--- config.mk ---
export PLATFORM = sky130hd
export DESIGN_NAME = next_page_message_codec
export DESIGN_NICKNAME = d
export VERILOG_FILES = /design/src/np_codec_pkg.sv /design/src/next_page_message_codec.sv
export VERILOG_INCLUDE_DIRS = /design/src /design/src/src
export SDC_FILE = /design/constraint.sdc
export NUM_CORES = 1
export LEC_CHECK = 0
export BUFFER_PORTS_ARGS = -buffer_cell sky130_fd_sc_hd__buf_2
export CAP_MARGIN = 10
export CELL_PAD_IN_SITES_DETAIL_PLACEMENT = 0
export CELL_PAD_IN_SITES_GLOBAL_PLACEMENT = 1
export CORE_ASPECT_RATIO = 2
export CORE_UTILIZATION = 40
export CTS_BUF_LIST = sky130_fd_sc_hd__clkbuf_16
export DETAILED_ROUTE_END_ITERATION = 12
export HOLD_SLACK_MARGIN = 0.02
export PLACE_DENSITY = 0.7
export SYNTH_ARGS = -nofsm -noshare
export SYNTH_HDL_FRONTEND = slang
export SYNTH_SLANG_ARGS = --single-unit
export TNS_END_PERCENT = 30
--- constraint.sdc ---
create_clock -name pclk -period 4.9 [get_ports pclk]
set_input_delay 0.98 -clock pclk [delete_from_list [all_inputs] [get_ports pclk]]
set_output_delay 0.98 -clock pclk [all_outputs]
set_load 0.005 [all_outputs]
--- src/np_codec_map.svh ---
/*
 * Register offsets, field positions, reset values and message code values
 * for the next page message codec.
 * Assumes a 32-bit APB slave with byte addresses and one word per register.
 */
`ifndef NP_CODEC_MAP_SVH
`define NP_CODEC_MAP_SVH

// --------------------------------------------------------------
// register offsets
// --------------------------------------------------------------
`define ADDR_W 8
`define OFS_CTRL 8'h00
`define OFS_TX_CODE 8'h04
`define OFS_TX_ARG0 8'h08
`define OFS_TX_ARG1 8'h0c
`define OFS_TX_UP0 8'h10
`define OFS_TX_UP3 8'h1c
`define OFS_STATUS 8'h20
`define OFS_RX_ARG0 8'h24
`define OFS_RX_ARG1 8'h28
`define OFS_RX_UP0 8'h30
`define OFS_RX_UP3 8'h3c

// --------------------------------------------------------------
// field positions and reset values
// --------------------------------------------------------------
`define CTRL_GO 0
`define CTRL_NULL_EN 1
`define CTRL_PD_AUTO 2
`define ST_BUSY 0
`define ST_REFUSED 1
`define ST_UNREC 2
`define ST_DONE 3
`define ST_SEQ_ERR 4
`define ST_CODE_LSB 16
`define RST_NULL_EN 1'b1
`define RST_PD_AUTO 1'b0
`define RST_CODE 11'h001

// --------------------------------------------------------------
// message codes and fault type user codes
// --------------------------------------------------------------
`define MC_RSVD_LOW 11'h000
`define MC_NULL 11'h001
`define MC_TECH_ONE 11'h002
`define MC_TECH_TWO 11'h003
`define MC_FAULT 11'h004
`define MC_ORG_ID 11'h005
`define MC_XCVR_ID 11'h006
`define MC_T2 11'h007
`define MC_GIG 11'h008
`define MC_RSVD_TOP 11'h7ff
`define FAULT_TEST 11'h000
`define FAULT_LINK_LOSS 11'h001
`define FAULT_JABBER 11'h002
`define FAULT_PD 11'h003

`endif

--- src/np_codec_pkg.sv ---
/*
 * Types shared by the next page message codec.
 * Assumes the constants of np_codec_map.svh alongside.
 */
package np_codec_pkg;

	typedef logic [10:0] page_t;
	typedef logic [2:0] up_count_t;

	typedef enum logic [1:0] {
		TX_IDLE = 2'b00,
		TX_MSG = 2'b01,
		TX_UP = 2'b10
	} tx_state_e;

endpackage : np_codec_pkg

--- src/next_page_message_codec.sv ---
/*
 * Next page message codec: builds message and unformatted page streams
 * for transmit, decodes received streams into status, APB register file.
 * Assumes the negotiation page logic shares pclk and uses valid/ready.
 */
// The placing of the registers and the APB register port are this design's own decisions.
`timescale 1ns/1ps
`include "np_codec_map.svh"

module next_page_message_codec
	import np_codec_pkg::*;
(
	input wire logic pclk,
	input wire logic presetn,
	input wire logic [`ADDR_W-1:0] paddr,
	input wire logic psel,
	input wire logic penable,
	input wire logic pwrite,
	input wire logic [31:0] pwdata,
	output logic [31:0] prdata,
	output logic pready,
	output logic pslverr,
	output logic tx_page_valid,
	output page_t tx_page_data,
	output logic tx_page_is_message,
	output logic tx_page_more,
	input wire logic tx_page_ready,
	input wire logic rx_page_valid,
	input wire page_t rx_page_data,
	input wire logic rx_page_is_message,
	input wire logic pd_fault_status
);

	// --------------------------------------------------------------
	// functions
	// --------------------------------------------------------------
	function automatic up_count_t up_count(input page_t c);
		up_count_t n;
		case (c)
			`MC_TECH_ONE: n = 3'd1;
			`MC_TECH_TWO: n = 3'd2;
			`MC_FAULT: n = 3'd1;
			`MC_ORG_ID: n = 3'd4;
			`MC_XCVR_ID: n = 3'd4;
			`MC_T2: n = 3'd2;
			`MC_GIG: n = 3'd2;
			default: n = 3'd0;
		endcase
		return n;
	endfunction : up_count

	// codes 0, 2047 and every unassigned one fall outside 1..8
	function automatic logic known(input page_t c);
		return (c >= `MC_NULL) && (c <= `MC_GIG);
	endfunction : known

	function automatic page_t pack_unf(
		input page_t c,
		input logic [1:0] i,
		input logic [31:0] a0,
		input logic [19:0] a1,
		input page_t u,
		input logic pd
	);
		page_t r;
		r = u;
		case (c)
			`MC_FAULT: begin
				if (pd) begin
					r = `FAULT_PD;
				end
			end
			`MC_ORG_ID: begin
				case (i)
					2'd0: r = a0[23:13];
					2'd1: r = a0[12:2];
					2'd2: r = {a0[1:0], a1[19:11]};
					default: r = a1[10:0];
				endcase
			end
			`MC_XCVR_ID: begin
				case (i)
					2'd0: r = a0[31:21];
					2'd1: r = a0[20:10];
					2'd2: r = {a0[9:0], a1[11]};
					default: r = a1[10:0];
				endcase
			end
			default: r = u;
		endcase
		return r;
	endfunction : pack_unf

	// --------------------------------------------------------------
	// registers and state
	// --------------------------------------------------------------
	logic null_en;
	logic pd_auto;
	page_t tx_code;
	logic [31:0] tx_arg0;
	logic [19:0] tx_arg1;
	page_t tx_up [4];
	logic refused;
	logic unrec;
	logic rx_done;
	logic seq_err;
	tx_state_e tx_state;
	page_t cur_code;
	logic [1:0] tx_idx;
	logic null_pend;
	page_t rx_code;
	page_t rx_up [4];
	logic [1:0] rx_idx;
	up_count_t rx_left;
	logic rx_skip;
	logic pd_meta;
	logic pd_sync;

	// --------------------------------------------------------------
	// bus decode
	// --------------------------------------------------------------
	wire logic access = psel && penable && pready;
	wire logic wr_en = access && pwrite;
	wire logic setup_rd = psel && !penable && !pwrite;
	wire logic up_hit = (paddr[7:4] == 4'h1) || (paddr[7:4] == 4'h3);
	wire logic [1:0] up_sel = paddr[3:2];
	wire logic wr_ctrl = wr_en && (paddr == `OFS_CTRL);
	wire logic wr_status = wr_en && (paddr == `OFS_STATUS);
	wire logic go = wr_ctrl && pwdata[`CTRL_GO];
	wire logic tx_busy = (tx_state != TX_IDLE);
	wire logic go_ok = go && !tx_busy && known(tx_code);
	wire logic do_null = !go_ok && null_pend && null_en && !tx_busy;
	wire up_count_t cur_cnt = up_count(cur_code);
	wire up_count_t next_idx = 3'({1'b0, tx_idx} + 3'd1);
	wire logic last_up = (next_idx == cur_cnt);
	wire logic pd_now = pd_auto && pd_sync;
	wire logic rx_msg = rx_page_valid && rx_page_is_message;
	wire logic rx_unf = rx_page_valid && !rx_page_is_message;
	wire logic rx_store = rx_unf && !rx_skip && (rx_left != 3'd0);
	wire logic [31:0] rx_arg0 = (rx_code == `MC_ORG_ID)
		? {8'h00, rx_up[0], rx_up[1], rx_up[2][10:9]}
		: (rx_code == `MC_XCVR_ID) ? {rx_up[0], rx_up[1], rx_up[2][10:1]} : 32'h0;
	wire logic [31:0] rx_arg1 = (rx_code == `MC_ORG_ID)
		? {12'h000, rx_up[2][8:0], rx_up[3]}
		: (rx_code == `MC_XCVR_ID) ? {20'h00000, rx_up[2][0], rx_up[3]} : 32'h0;
	wire logic [31:0] status_word = {5'h00, rx_code, 11'h000, seq_err, rx_done, unrec,
		refused, tx_busy};
	logic [31:0] rd_mux;
	logic rd_bad;

	always_comb begin
		rd_mux = 32'h0;
		rd_bad = 1'b0;
		case (paddr)
			`OFS_CTRL: rd_mux = {29'h0, pd_auto, null_en, 1'b0};
			`OFS_TX_CODE: rd_mux = {21'h0, tx_code};
			`OFS_TX_ARG0: rd_mux = tx_arg0;
			`OFS_TX_ARG1: rd_mux = {12'h000, tx_arg1};
			`OFS_STATUS: rd_mux = status_word;
			`OFS_RX_ARG0: rd_mux = rx_arg0;
			`OFS_RX_ARG1: rd_mux = rx_arg1;
			default: begin
				if (paddr[1:0] == 2'b00 && paddr[7:4] == 4'h1) begin
					rd_mux = {21'h0, tx_up[up_sel]};
				end else if (paddr[1:0] == 2'b00 && paddr[7:4] == 4'h3) begin
					rd_mux = {21'h0, rx_up[up_sel]};
				end else begin
					rd_bad = 1'b1;
				end
			end
		endcase
	end

	// --------------------------------------------------------------
	// apb slave
	// --------------------------------------------------------------
	// one wait-free access phase; read data captured in setup
	always_ff @(posedge pclk or negedge presetn) begin
		if (!presetn) begin
			pready <= 1'b0;
			pslverr <= 1'b0;
			prdata <= 32'h0;
		end else begin
			pready <= psel && !penable;
			pslverr <= psel && !penable && rd_bad;
			if (setup_rd) begin
				prdata <= rd_mux;
			end
		end
	end

	always_ff @(posedge pclk or negedge presetn) begin
		if (!presetn) begin
			null_en <= `RST_NULL_EN;
			pd_auto <= `RST_PD_AUTO;
			tx_code <= `RST_CODE;
			tx_arg0 <= 32'h0;
			tx_arg1 <= 20'h0;
			for (int k = 0; k < 4; k++) begin
				tx_up[k] <= 11'h000;
			end
		end else if (wr_en && !pslverr) begin
			case (paddr)
				`OFS_CTRL: begin
					null_en <= pwdata[`CTRL_NULL_EN];
					pd_auto <= pwdata[`CTRL_PD_AUTO];
				end
				`OFS_TX_CODE: tx_code <= pwdata[10:0];
				`OFS_TX_ARG0: tx_arg0 <= pwdata;
				`OFS_TX_ARG1: tx_arg1 <= pwdata[19:0];
				default: begin
					if (up_hit && paddr[7:4] == 4'h1 && paddr[1:0] == 2'b00) begin
						tx_up[up_sel] <= pwdata[10:0];
					end
				end
			endcase
		end
	end

	// --------------------------------------------------------------
	// sticky flags, set wins over write-one-to-clear
	// --------------------------------------------------------------
	wire logic set_refused = go && !go_ok;
	wire logic set_unrec = rx_msg && !known(rx_page_data);
	wire logic set_done = rx_store && (rx_left == 3'd1);
	wire logic set_seq = rx_unf && !rx_skip && (rx_left == 3'd0);

	always_ff @(posedge pclk or negedge presetn) begin
		if (!presetn) begin
			refused <= 1'b0;
			unrec <= 1'b0;
			rx_done <= 1'b0;
			seq_err <= 1'b0;
		end else begin
			refused <= set_refused || (refused && !(wr_status && pwdata[`ST_REFUSED]));
			unrec <= set_unrec || (unrec && !(wr_status && pwdata[`ST_UNREC]));
			rx_done <= set_done || (rx_done && !(wr_status && pwdata[`ST_DONE]));
			seq_err <= set_seq || (seq_err && !(wr_status && pwdata[`ST_SEQ_ERR]));
		end
	end

	// --------------------------------------------------------------
	// fault status input
	// --------------------------------------------------------------
	// level may come from another block's clock; two cycles of lag are harmless
	always_ff @(posedge pclk or negedge presetn) begin
		if (!presetn) begin
			pd_meta <= 1'b0;
			pd_sync <= 1'b0;
		end else begin
			pd_meta <= pd_fault_status;
			pd_sync <= pd_meta;
		end
	end

	// --------------------------------------------------------------
	// transmit sequencer
	// --------------------------------------------------------------
	// a partner page seen while idle owes it an answer page
	always_ff @(posedge pclk or negedge presetn) begin
		if (!presetn) begin
			null_pend <= 1'b0;
		end else if (rx_page_valid && !tx_busy && !go_ok) begin
			null_pend <= 1'b1;
		end else if (go_ok || do_null || !null_en) begin
			null_pend <= 1'b0;
		end
	end

	always_ff @(posedge pclk or negedge presetn) begin
		if (!presetn) begin
			tx_state <= TX_IDLE;
			cur_code <= `MC_NULL;
			tx_idx <= 2'd0;
			tx_page_valid <= 1'b0;
			tx_page_data <= 11'h000;
			tx_page_is_message <= 1'b0;
			tx_page_more <= 1'b0;
		end else begin
			case (tx_state)
				TX_IDLE: begin
					if (go_ok) begin
						tx_state <= TX_MSG;
						cur_code <= tx_code;
						tx_page_valid <= 1'b1;
						tx_page_data <= tx_code;
						tx_page_is_message <= 1'b1;
						tx_page_more <= (up_count(tx_code) != 3'd0);
					end else if (do_null) begin
						tx_state <= TX_MSG;
						cur_code <= `MC_NULL;
						tx_page_valid <= 1'b1;
						tx_page_data <= `MC_NULL;
						tx_page_is_message <= 1'b1;
						tx_page_more <= 1'b0;
					end
					tx_idx <= 2'd0;
				end
				TX_MSG: begin
					if (tx_page_ready) begin
						if (cur_cnt == 3'd0) begin
							tx_state <= TX_IDLE;
							tx_page_valid <= 1'b0;
						end else begin
							tx_state <= TX_UP;
							tx_page_data <= pack_unf(cur_code, 2'd0, tx_arg0, tx_arg1,
								tx_up[0], pd_now);
							tx_page_is_message <= 1'b0;
							tx_page_more <= (cur_cnt > 3'd1);
						end
					end
				end
				TX_UP: begin
					if (tx_page_ready) begin
						if (last_up) begin
							tx_state <= TX_IDLE;
							tx_page_valid <= 1'b0;
							tx_page_more <= 1'b0;
						end else begin
							tx_idx <= next_idx[1:0];
							tx_page_data <= pack_unf(cur_code, next_idx[1:0], tx_arg0,
								tx_arg1, tx_up[next_idx[1:0]], 1'b0);
							tx_page_more <= (3'(next_idx + 3'd1) < cur_cnt);
						end
					end
				end
				default: begin
					tx_state <= TX_IDLE;
					tx_page_valid <= 1'b0;
				end
			endcase
		end
	end

	// --------------------------------------------------------------
	// receive decoder
	// --------------------------------------------------------------
	// unknown codes leave their pages unread until the next message page
	always_ff @(posedge pclk or negedge presetn) begin
		if (!presetn) begin
			rx_code <= `MC_NULL;
			rx_idx <= 2'd0;
			rx_left <= 3'd0;
			rx_skip <= 1'b0;
			for (int k = 0; k < 4; k++) begin
				rx_up[k] <= 11'h000;
			end
		end else if (rx_msg) begin
			rx_code <= rx_page_data;
			rx_idx <= 2'd0;
			rx_left <= up_count(rx_page_data);
			rx_skip <= !known(rx_page_data);
		end else if (rx_store) begin
			rx_up[rx_idx] <= rx_page_data;
			rx_idx <= 2'(rx_idx + 2'd1);
			rx_left <= 3'(rx_left - 3'd1);
		end
	end

endmodule : next_page_message_codec

== Yosys cells after proc, flatten, opt, wreduce, memory -nomap -nowiden ==
Cells that the tools add are included.
Storage, ports and cells
  output and inout bits: 48
  flip-flop bits (word level): 240
  word-level logic and storage cells: 274
  bits of input ports: 60
Cells by class
  $lt $le $gt $ge: 11
  mux-type cells: 75
  bitwise logic cells: 5
  $add $sub $neg: 4
  reductions and logical operators: 101
  eq/ne operators: 44
Operators by type and width (count)
  $pmux 32 s7: 1
  $mux 11: 17
  $eq 11x3->1 const B: 14
  $pmux 11 s3: 4
  $bwmux 44: 2
  $bmux 11 s2: 3
  $eq 11x2->1 const B: 6
  $mux 32: 2
  $demux 11 s2: 2
  $logic_and 1x1->1: 42
  $eq 11x4->1 const B: 3
  $pmux 3 s3: 3
  $eq 8x6->1 const B: 3
  $ge 11x1->1 const B: 2
  $le 11x4->1 const B: 2
  $pmux 11 s2: 1
  $mux 2: 10
  $mux 20: 1
  $mux 1: 19
  $eq 8x4->1 const B: 2
  $logic_not 1->1: 13
  $mux 12: 1
  $mux 3: 4
  $ne 2x2->1 const B: 6
  37 further kinds: 77

== Logic depth before layout (Yosys ltp) ==
Gate-level depths: netlist of the first run.
  word-level depth: 15
  mapped depth: 12
  mapped depth without buffers: 9

== Least setup slack after synthesis of the first run ==
OpenSTA, ideal clock, no wires.
  path type: input-to-reg
  from: input port paddr[1]
  to: register tx_page_data[10]
  setup slack: 1.804 ns
  library setup time: 0.125 ns
  path buffers: 1
  arrival: 2.971 ns
  stages: 7
  cell sequence: or4_1 > and4bb_2 > a21oi_2 > a221o_1 > a21o_1 > buf_6 > mux2_4
On the way
  cells in the longest elaborated chain, start to end: 11
  elaborated cells on any way between the ends: 13
  those cells by class: 1 x eq/ne; 2 x mux; 10 x reduce/logical
RTL lines
  from (decl): line next_page_message_codec.sv:15  | input wire logic [`ADDR_W-1:0] paddr,
  $logic_not 8->1 (*)
  $logic_and 1x1->1 (*): line next_page_message_codec.sv:127  | wire logic wr_ctrl = wr_en && (paddr == `OFS_CTRL);
  $logic_and 1x1->1 (*): line next_page_message_codec.sv:129  | wire logic go = wr_ctrl && pwdata[`CTRL_GO];
  $logic_and 1x1->1 (*) (2 in a row): line next_page_message_codec.sv:131  | wire logic go_ok = go && !tx_busy && known(tx_code);
  $logic_not 1->1: line next_page_message_codec.sv:132  | wire logic do_null = !go_ok && null_pend && null_en && !tx_busy;
  $logic_and 1x1->1 (3 in a row): line next_page_message_codec.sv:132
  $ne 3x3->1 (no line)
  $reduce_and 6->1 (no line)
  to (signal assigned): line next_page_message_codec.sv:286  | tx_page_data <= tx_code;
  to (signal assigned): line next_page_message_codec.sv:293  | tx_page_data <= `MC_NULL;
  to (signal assigned): line next_page_message_codec.sv:306  | tx_page_data <= pack_unf(cur_code, 2'd0, tx_arg0, tx_arg1,
  to (decl): line next_page_message_codec.sv:24  | output page_t tx_page_data,
Mark *: on every way between the ends. The rest lies on a longest branch, timed or not.
A chain may end at the register's enable or synchronous reset.

== Final worst setup path of the first run ==
  from: register cur_code[5]
  to: register tx_page_data[1]
On the way
  cells in the longest elaborated chain, start to end: 6
  elaborated cells on any way between the ends: 23
  those cells by class: 10 x eq/ne; 8 x mux; 5 x reduce/logical
RTL lines
  from (decl): line next_page_message_codec.sv:108  | page_t cur_code;
  from (signal assigned): line next_page_message_codec.sv:273  | cur_code <= `MC_NULL;
  from (signal assigned): line next_page_message_codec.sv:284  | cur_code <= tx_code;
  from (signal assigned): line next_page_message_codec.sv:291  | cur_code <= `MC_NULL;
  $eq 11x4->1 (tied with other cells): line next_page_message_codec.sv:39  | case (c)
  $reduce_or 3->1 (no line) or $reduce_or 2->1 (tied branches)
  $pmux 3 s3: line next_page_message_codec.sv:39
  $eq 3x3->1 or $logic_not 3->1 (tied branches): line next_page_message_codec.sv:135, next_page_message_codec.sv:301
  $ne 2x2->1 (no line)
  $reduce_and 6->1 (no line)
Several ways; a longest one is shown, not always the timed one. The select of a mux whose other input is x is not followed.

==> metrics, run 1 <==
Total GRT Usage=29.7%; initial cell density of the core=between 40% and 50%; Peak Freq=about 0.26 GHz; Clock Tree Root=clkbuf_16; Post CTS Setup Buffer Count=0; Final Core Density=46.1%; die height=between 200 and 300 um; quantity of hold-fixing buffers added after cts=0; Rows=slightly above 90; worst vdd ir=0.000244 V; vias in the first global route=10700; worst hold margin=0.364 ns; DRC viols=0; Critical-path top delay cell=a21o_1; Leakage Power=between 6 and 7 nW; routed len/inst=between 20 and 30 um; endpoints failing hold=0; Post-Synthesis Cells=~1200; max-cap viol count=0; H-tree depth=1; CP startpoint kind=flop; Syn Area/Cell=~11 um^2; Worst path max stage delay=between 0.6 and 0.7 ns; Worst-path clk slew=0.07 ns; Hold WC Path Type=flop to flop; final WL=roughly 48000 um; Tmin final=3.77 ns; grt ovf=0; dominant synthesized flop cell=dfrtp_1; Routability Congestion=0.938; CP cell instances=nor3_1, nand2_1, nor4_1, ha_1, a41oi_1, o21ai_0, nor2_1, a21o_1, mux2_2; die width=approximately 130 um; ratio of cells with drive above 1 in the final layout=a little under a third; fin nets=around 1300; ANT nets after route=0; cts repair resizes=0; Core Area=32200 um^2; crit end category=flop; RSZ-0062 raised after global routing=false; pwr dens=approximately 330 nW/um^2; Syn Std Cell Area=between 10000 and 15000 um^2; actual slew at the worst max-slew pin=roughly 0.97 ns; initial antenna violation count=0; Final setup viols=0; # fillers=3102; global-route wire length before repair=70800 um; CTS Sinks=240; First DRT Iteration DRCs=between 700 and 800; Clock Skew=between 0.015 and 0.02 ns; placed wire-length estimate=roughly 37000 um; Synth Register Bits=240; First-pass DRT Iterations=8; total negative slack=0 ns; number of flops mapped to enable cells by yosys=0; CP Class=flop to flop; Seq/Total Area, Yosys=between 40% and 50%; antenna cell count=0; latest clock arrival within the worst-skew pair=0.55 ns; status=completed; DIE AREA=about 34000 um^2; number of CTS-inserted buffers=24; Slew Viols, Final=0; io pins=~110; Critical Path RT=roughly 5.3 ns; Longest Clk Path Bufs=3; Rel. slew slack=between 30% and 40%; Final Cycle Share=roughly 77%; DR vias/cell=6.10; CTS tree=yes; largest net degree at the start of global routing=about 130; Async SR Flop Fraction=100%; syn nets=around 1300; Synthesis Warnings=0; post-synth cell types=74; crit path max fanout=12; design area=approximately 15000 um^2; Critical Path AT=4.21 ns; Synth-to-Final Area Change=13.5%; via count=approximately 10000; IO Port Bufs=between 100 and 150; DP Area=14100 um^2
==> per-layer routing <==
metal | track usage, % | vias to the layer above | routed length [um]
met5 | 0 | - | 0
met4 | 26.4 | 0 | 5070
met3 | 3.60 | 183 | 1900
met2 | 53.8 | 395 | 25700
met1 | 28.8 | 5271 | 15400
li1 | - | 4516 | -
==> sequential cells by signal, indices dropped and copies added, names as in the netlist, 2 cells and up <==
signal / count
prdata: 32
tx_state: 2
rx_up: 44
tx_arg1: 20
tx_page_data: 11
tx_arg0: 32
rx_left: 3
rx_idx: 2
tx_up: 44
tx_code: 11
tx_idx: 2
cur_code: 11
rx_code: 11
==> final cells by class <==
| cell class | count | area, um^2 | share of cell area [%] |
|---|---|---|---|
| multi-input cells | 830 | 6690 | 45.0 |
| flip-flops and latches | 240 | 6010 | 40.4 |
| repair buffers | 132 | 758 | 5.10 |
| clock buffers | 25 | 626 | 4.21 |
| well taps | 427 | 534 | 3.59 |
| clock inverters | 18 | 144 | 0.968 |
| inverters | 26 | 97.6 | 0.657 |
==> cells by family after synthesis <==
logic type               count (synthesis)  share of synthesized area [%]
buffers and inverters                  105                           3.10
flip-flops                             240                           45.9
adder cells (fa/ha/maj)                 19                           1.82
AO/OA/AOI/OAI                          256                           13.3
multiplexers                           253                           24.5
XOR/XNOR                                10                          0.669
AND/OR/NAND/NOR                        292                           10.7
==> power breakdown <==
part	internal, mW	leakage (nW)	total [mW]	switching (mW)
clock	1.03	0.389	1.85	0.823
sequential	2.15	3.24	2.44	0.289
combinational	0.292	3.21	0.574	0.282
==> cells in the final DEF (no fill, tap or decap), types with 6 or more instances in the layout <==
cell type / Yosys / routed
nor3b_1: 6 / 6
o21ai_0: 54 / 54
a211oi_1: 16 / 16
mux2_4: 9 / 9
a31oi_1: 10 / 10
clkinv_2: 0 / 6
a221oi_1: 9 / 9
a221o_1: 7 / 7
nand2b_1: 8 / 8
a22o_1: 10 / 10
dfrtp_1: 236 / 236
xnor2_1: 7 / 7
mux2i_1: 37 / 37
a22oi_1: 33 / 33
mux4_2: 33 / 33
a21oi_1: 53 / 53
nor2_1: 71 / 71
mux2_2: 173 / 173
a222oi_1: 6 / 6
nand3_1: 14 / 14
nor2b_1: 10 / 10
clkbuf_16: 0 / 25
buf_4: 0 / 23
nor4_1: 9 / 9
nand2_1: 114 / 114
o211ai_1: 12 / 12
o2bb2ai_1: 8 / 8
inv_1: 25 / 29
ha_1: 19 / 19
buf_2: 4 / 106
nor3_1: 19 / 19
and2_1: 9 / 9
==> synth_stat cells, drive strengths merged (12+ instances only) <==
cell	count	area (um^2)
o21ai	54	270
nand2	114	428
a22oi	33	248
buf	16	72.6
a21oi	54	274
nor3	20	105
a22o	12	108
dfrtp	236	5910
mux2	183	2090
mux2i	37	370
mux4	33	743
a211oi	16	120
inv	25	93.8
ha	19	238
o211ai	12	90.1
nand3	14	70.1
nor2	71	267
clkbuf	63	236
==> worst max-delay path, delay by kind of cell (launching register included) <==
kind | cells | cell delay, ns
multiplexers | 1 | 0.41
AO/OA/AOI/OAI | 3 | 0.99
flip-flops | 1 | 0.39
AND/OR/NAND/NOR | 4 | 1.57
adder cells (fa/ha/maj) | 1 | 0.31
==> stage by stage <==
step                      setup WS [ns]  cells  total power [mW]
after floorplan                    1.80   1175              2.66
after global placement             1.25   1655              3.02
after detailed placement           1.12   1655              3.03
after CTS                          1.10   1698              4.89
after global routing              0.809   1698              5.02
final                              1.13   1698              4.86
==> worst paths after layout <==
check | from | to | slack [ns] | cells after the start
setup / recovery | cur_code[5]$_DFFE_PN0P_ | tx_page_data[1]$_DFFE_PN0P_ | 1.13 | 9
hold / removal | pd_meta$_DFF_PN0_ | pd_sync$_DFF_PN0_ | 0.36 | 0
setup reg to reg | cur_code[5]$_DFFE_PN0P_ | tx_page_data[1]$_DFFE_PN0P_ | 1.13 | 9
hold reg to reg | pd_meta$_DFF_PN0_ | pd_sync$_DFF_PN0_ | 0.36 | 0
max in group asynchronous | presetn | pready$_DFF_PN0_ | 3.43 | 2
min in group asynchronous | presetn | cur_code[6]$_DFFE_PN0P_ | 0.58 | 1
No activity file was read; power rests on OpenSTA's default activity.
==> run 2, diff against run 1 <==
- PLACE_DENSITY: 0.7 -> 0.73
- clock period: 4.9 -> 3.25 ns (I/O delays scaled with it)
==> run 2 against run 1 <==
  * Register-to-register slack got worse by 0.82 ns
  * Utilization increased by 1.0 points
  * Total power increased by 54%
  * Global-route usage increased by 0.48 points
  * Design area increased by 2.2%
  * Clock power increased by 59%
  * Critical path type unchanged
==> metrics, run 2 (synthesis gave the netlist of run 1 again) <==
Synth-to-Final Area Change=16.0%; CP Class=flop to flop; Placed Cells=1688 (+2.0%); initial antenna violation count=0 (unchanged); First-pass DRT Iterations=6 (-2); fin nets=1366 (+2.5%); Tmin final=2.94 ns (-0.834 ns); Post CTS Setup Buffer Count=0 (unchanged); ANT nets after route=0 (unchanged); status=completed; CTS tree=yes; Final Cycle Share=90.5% (+13 points); Hold WC Path Type=input pin to asynchronous set/reset pin; worst vdd ir=0.000330 V (+35%); Critical Path AT=3.36 ns (-0.85 ns); Rel. slew slack=36.7% (+1.6 points); largest net degree at the start of global routing=87 (-31%); Met3 Wirelength=1920 um (+1.1%); max-cap viol count=0 (unchanged); grt ovf=0 (unchanged); DR vias/cell=6.09 (-0.20%); Routability Congestion=0.957 (+2.1%); most frequent cells in the layout=236 x dfrtp_1, 173 x mux2_2, 114 x nand2_1; initial cell density of the core=40.6% (unchanged); ratio of cells with drive above 1 in the final layout=33.1% (+1.4 points); most common cell after layout, fill and taps aside=dfrtp_1; Slew Viols, Final=0 (unchanged); antenna cell count=0 (unchanged); Final setup viols=0 (unchanged); quantity of hold-fixing buffers added after cts=0 (unchanged); placed wire-length estimate=37600 um (+1.6%); Worst-path clk slew=0.07 ns (about the same); Leakage Power=7.04 nW (+2.9%); highest metal used=met4; actual slew at the worst max-slew pin=0.950 ns (-0.0158 ns); Longest Clk Path Bufs=3 (unchanged); latest clock arrival within the worst-skew pair=0.55 ns (about the same); endpoints failing hold=0 (unchanged); Core Area=32200 um^2 (unchanged); RSZ-0062 raised after global routing=false; CTS Sinks=240 (unchanged); Rows=93 (unchanged); met2 routed WL=26100 um (+1.5%); H-tree depth=1 (unchanged); IO Port Bufs=107 (unchanged); pwr dens=495 nW/um^2 (+51%); DP Area=14400 um^2 (+2.1%); global-route wire length before repair=71900 um (+1.5%); number of CTS-inserted buffers=24 (unchanged); DRC viols=0 (unchanged); vias in the first global route=10900 (+1.0%); design area=15200 um^2 (+2.2%); total negative slack=0 ns (unchanged); wl on met1=15400 um (about the same); crit end category=flop; Clock Skew=0.0281 ns (+0.0107 ns); CP startpoint kind=flop; Peak Freq=0.340 GHz (+28%); DIE AREA=33500 um^2 (unchanged); First DRT Iteration DRCs=825 (+9.7%); crit path max fanout=11 (-1); Clock Tree Root=clkbuf_16; io pins=108 (unchanged); Post-Layout Cell Count=1730 (+1.9%); final WL=48800 um (+1.5%); Largest regs=rx_up x44, tx_up x44; Design Power=7.51 mW (+54%); via count=10500 (+1.7%); routed len/inst=28.2 um (-0.37%); die height=258 um (unchanged); die width=130 um (unchanged); Critical Path RT=3.67 ns (-1.67 ns); Total GRT Usage=30.2% (+0.48 points)
## run 2: worst paths after layout
check | startpoint | endpoint | slack (ns) | depth (start not counted)
setup / recovery | cur_code[6]$_DFFE_PN0P_ | tx_page_data[1]$_DFFE_PN0P_ | 0.31 | 9
hold / removal | presetn | tx_page_data[5]$_DFFE_PN0P_ | 0.13 | 1
setup reg to reg | cur_code[6]$_DFFE_PN0P_ | tx_page_data[1]$_DFFE_PN0P_ | 0.31 | 9
hold reg to reg | pd_meta$_DFF_PN0_ | pd_sync$_DFF_PN0_ | 0.35 | 0
max in group asynchronous | presetn | null_en$_DFFE_PN1P_ | 2.34 | 2
min in group pclk | pd_fault_status | pd_meta$_DFF_PN0_ | 0.23 | 1
## run 2: timing repair
action / 4_1_cts / 5_1_grt
gates resized for setup: 0 / 1
endpoints found under the hold margin: 0 / 0
setup endpoints to repair: 0 / 10
## run 2: metal layers
layer	vias to the layer above	global-route usage [%]
li1	4591	-
met1	5338	29.0
met2	418	54.6
met3	192	3.54
met4	0	27.8
met5	-	0
## run 2: area by class of cell
cell class,count,area (um^2)
inverter,26,97.6
multi-input combinational,830,6690
tap,427,534
clock buffer,25,626
timing repair buffer,165,1060
sequential,240,6010
clock inverter,17,176
fill,3075,17000
## run 2: per-stage QoR
stage / hold slack, ns / setup slack (ns) / util [%]
final: 0.131 / 0.309 / 47.1
after detailed placement: 0.339 / 0.00894 / 44.6
after floorplan: 0.331 / 0.213 / -
after global placement: 0.334 / 0.0354 / 44.6
after global routing: 0.179 / 0.0562 / 47.1
after CTS: 0.150 / 0.106 / 47.1
## run 2: where the power goes
part           internal (mW)  switching (mW)  leakage (nW)  total, mW
combinational          0.455           0.455          3.40      0.909
sequential              3.24           0.412          3.24       3.65
clock                   1.70            1.25         0.402       2.95
## run 2: worst max-delay path, stage by stage (launching register included)
cell and delay (ns):
dfrtp_1 0.39, nor4_1 0.35, nand2_1 0.12, nor4_1 0.30
ha_1 0.29, a41oi_1 0.16, o21ai_0 0.24, nor2_1 0.20
a21o_2 0.40, mux2_2 0.38
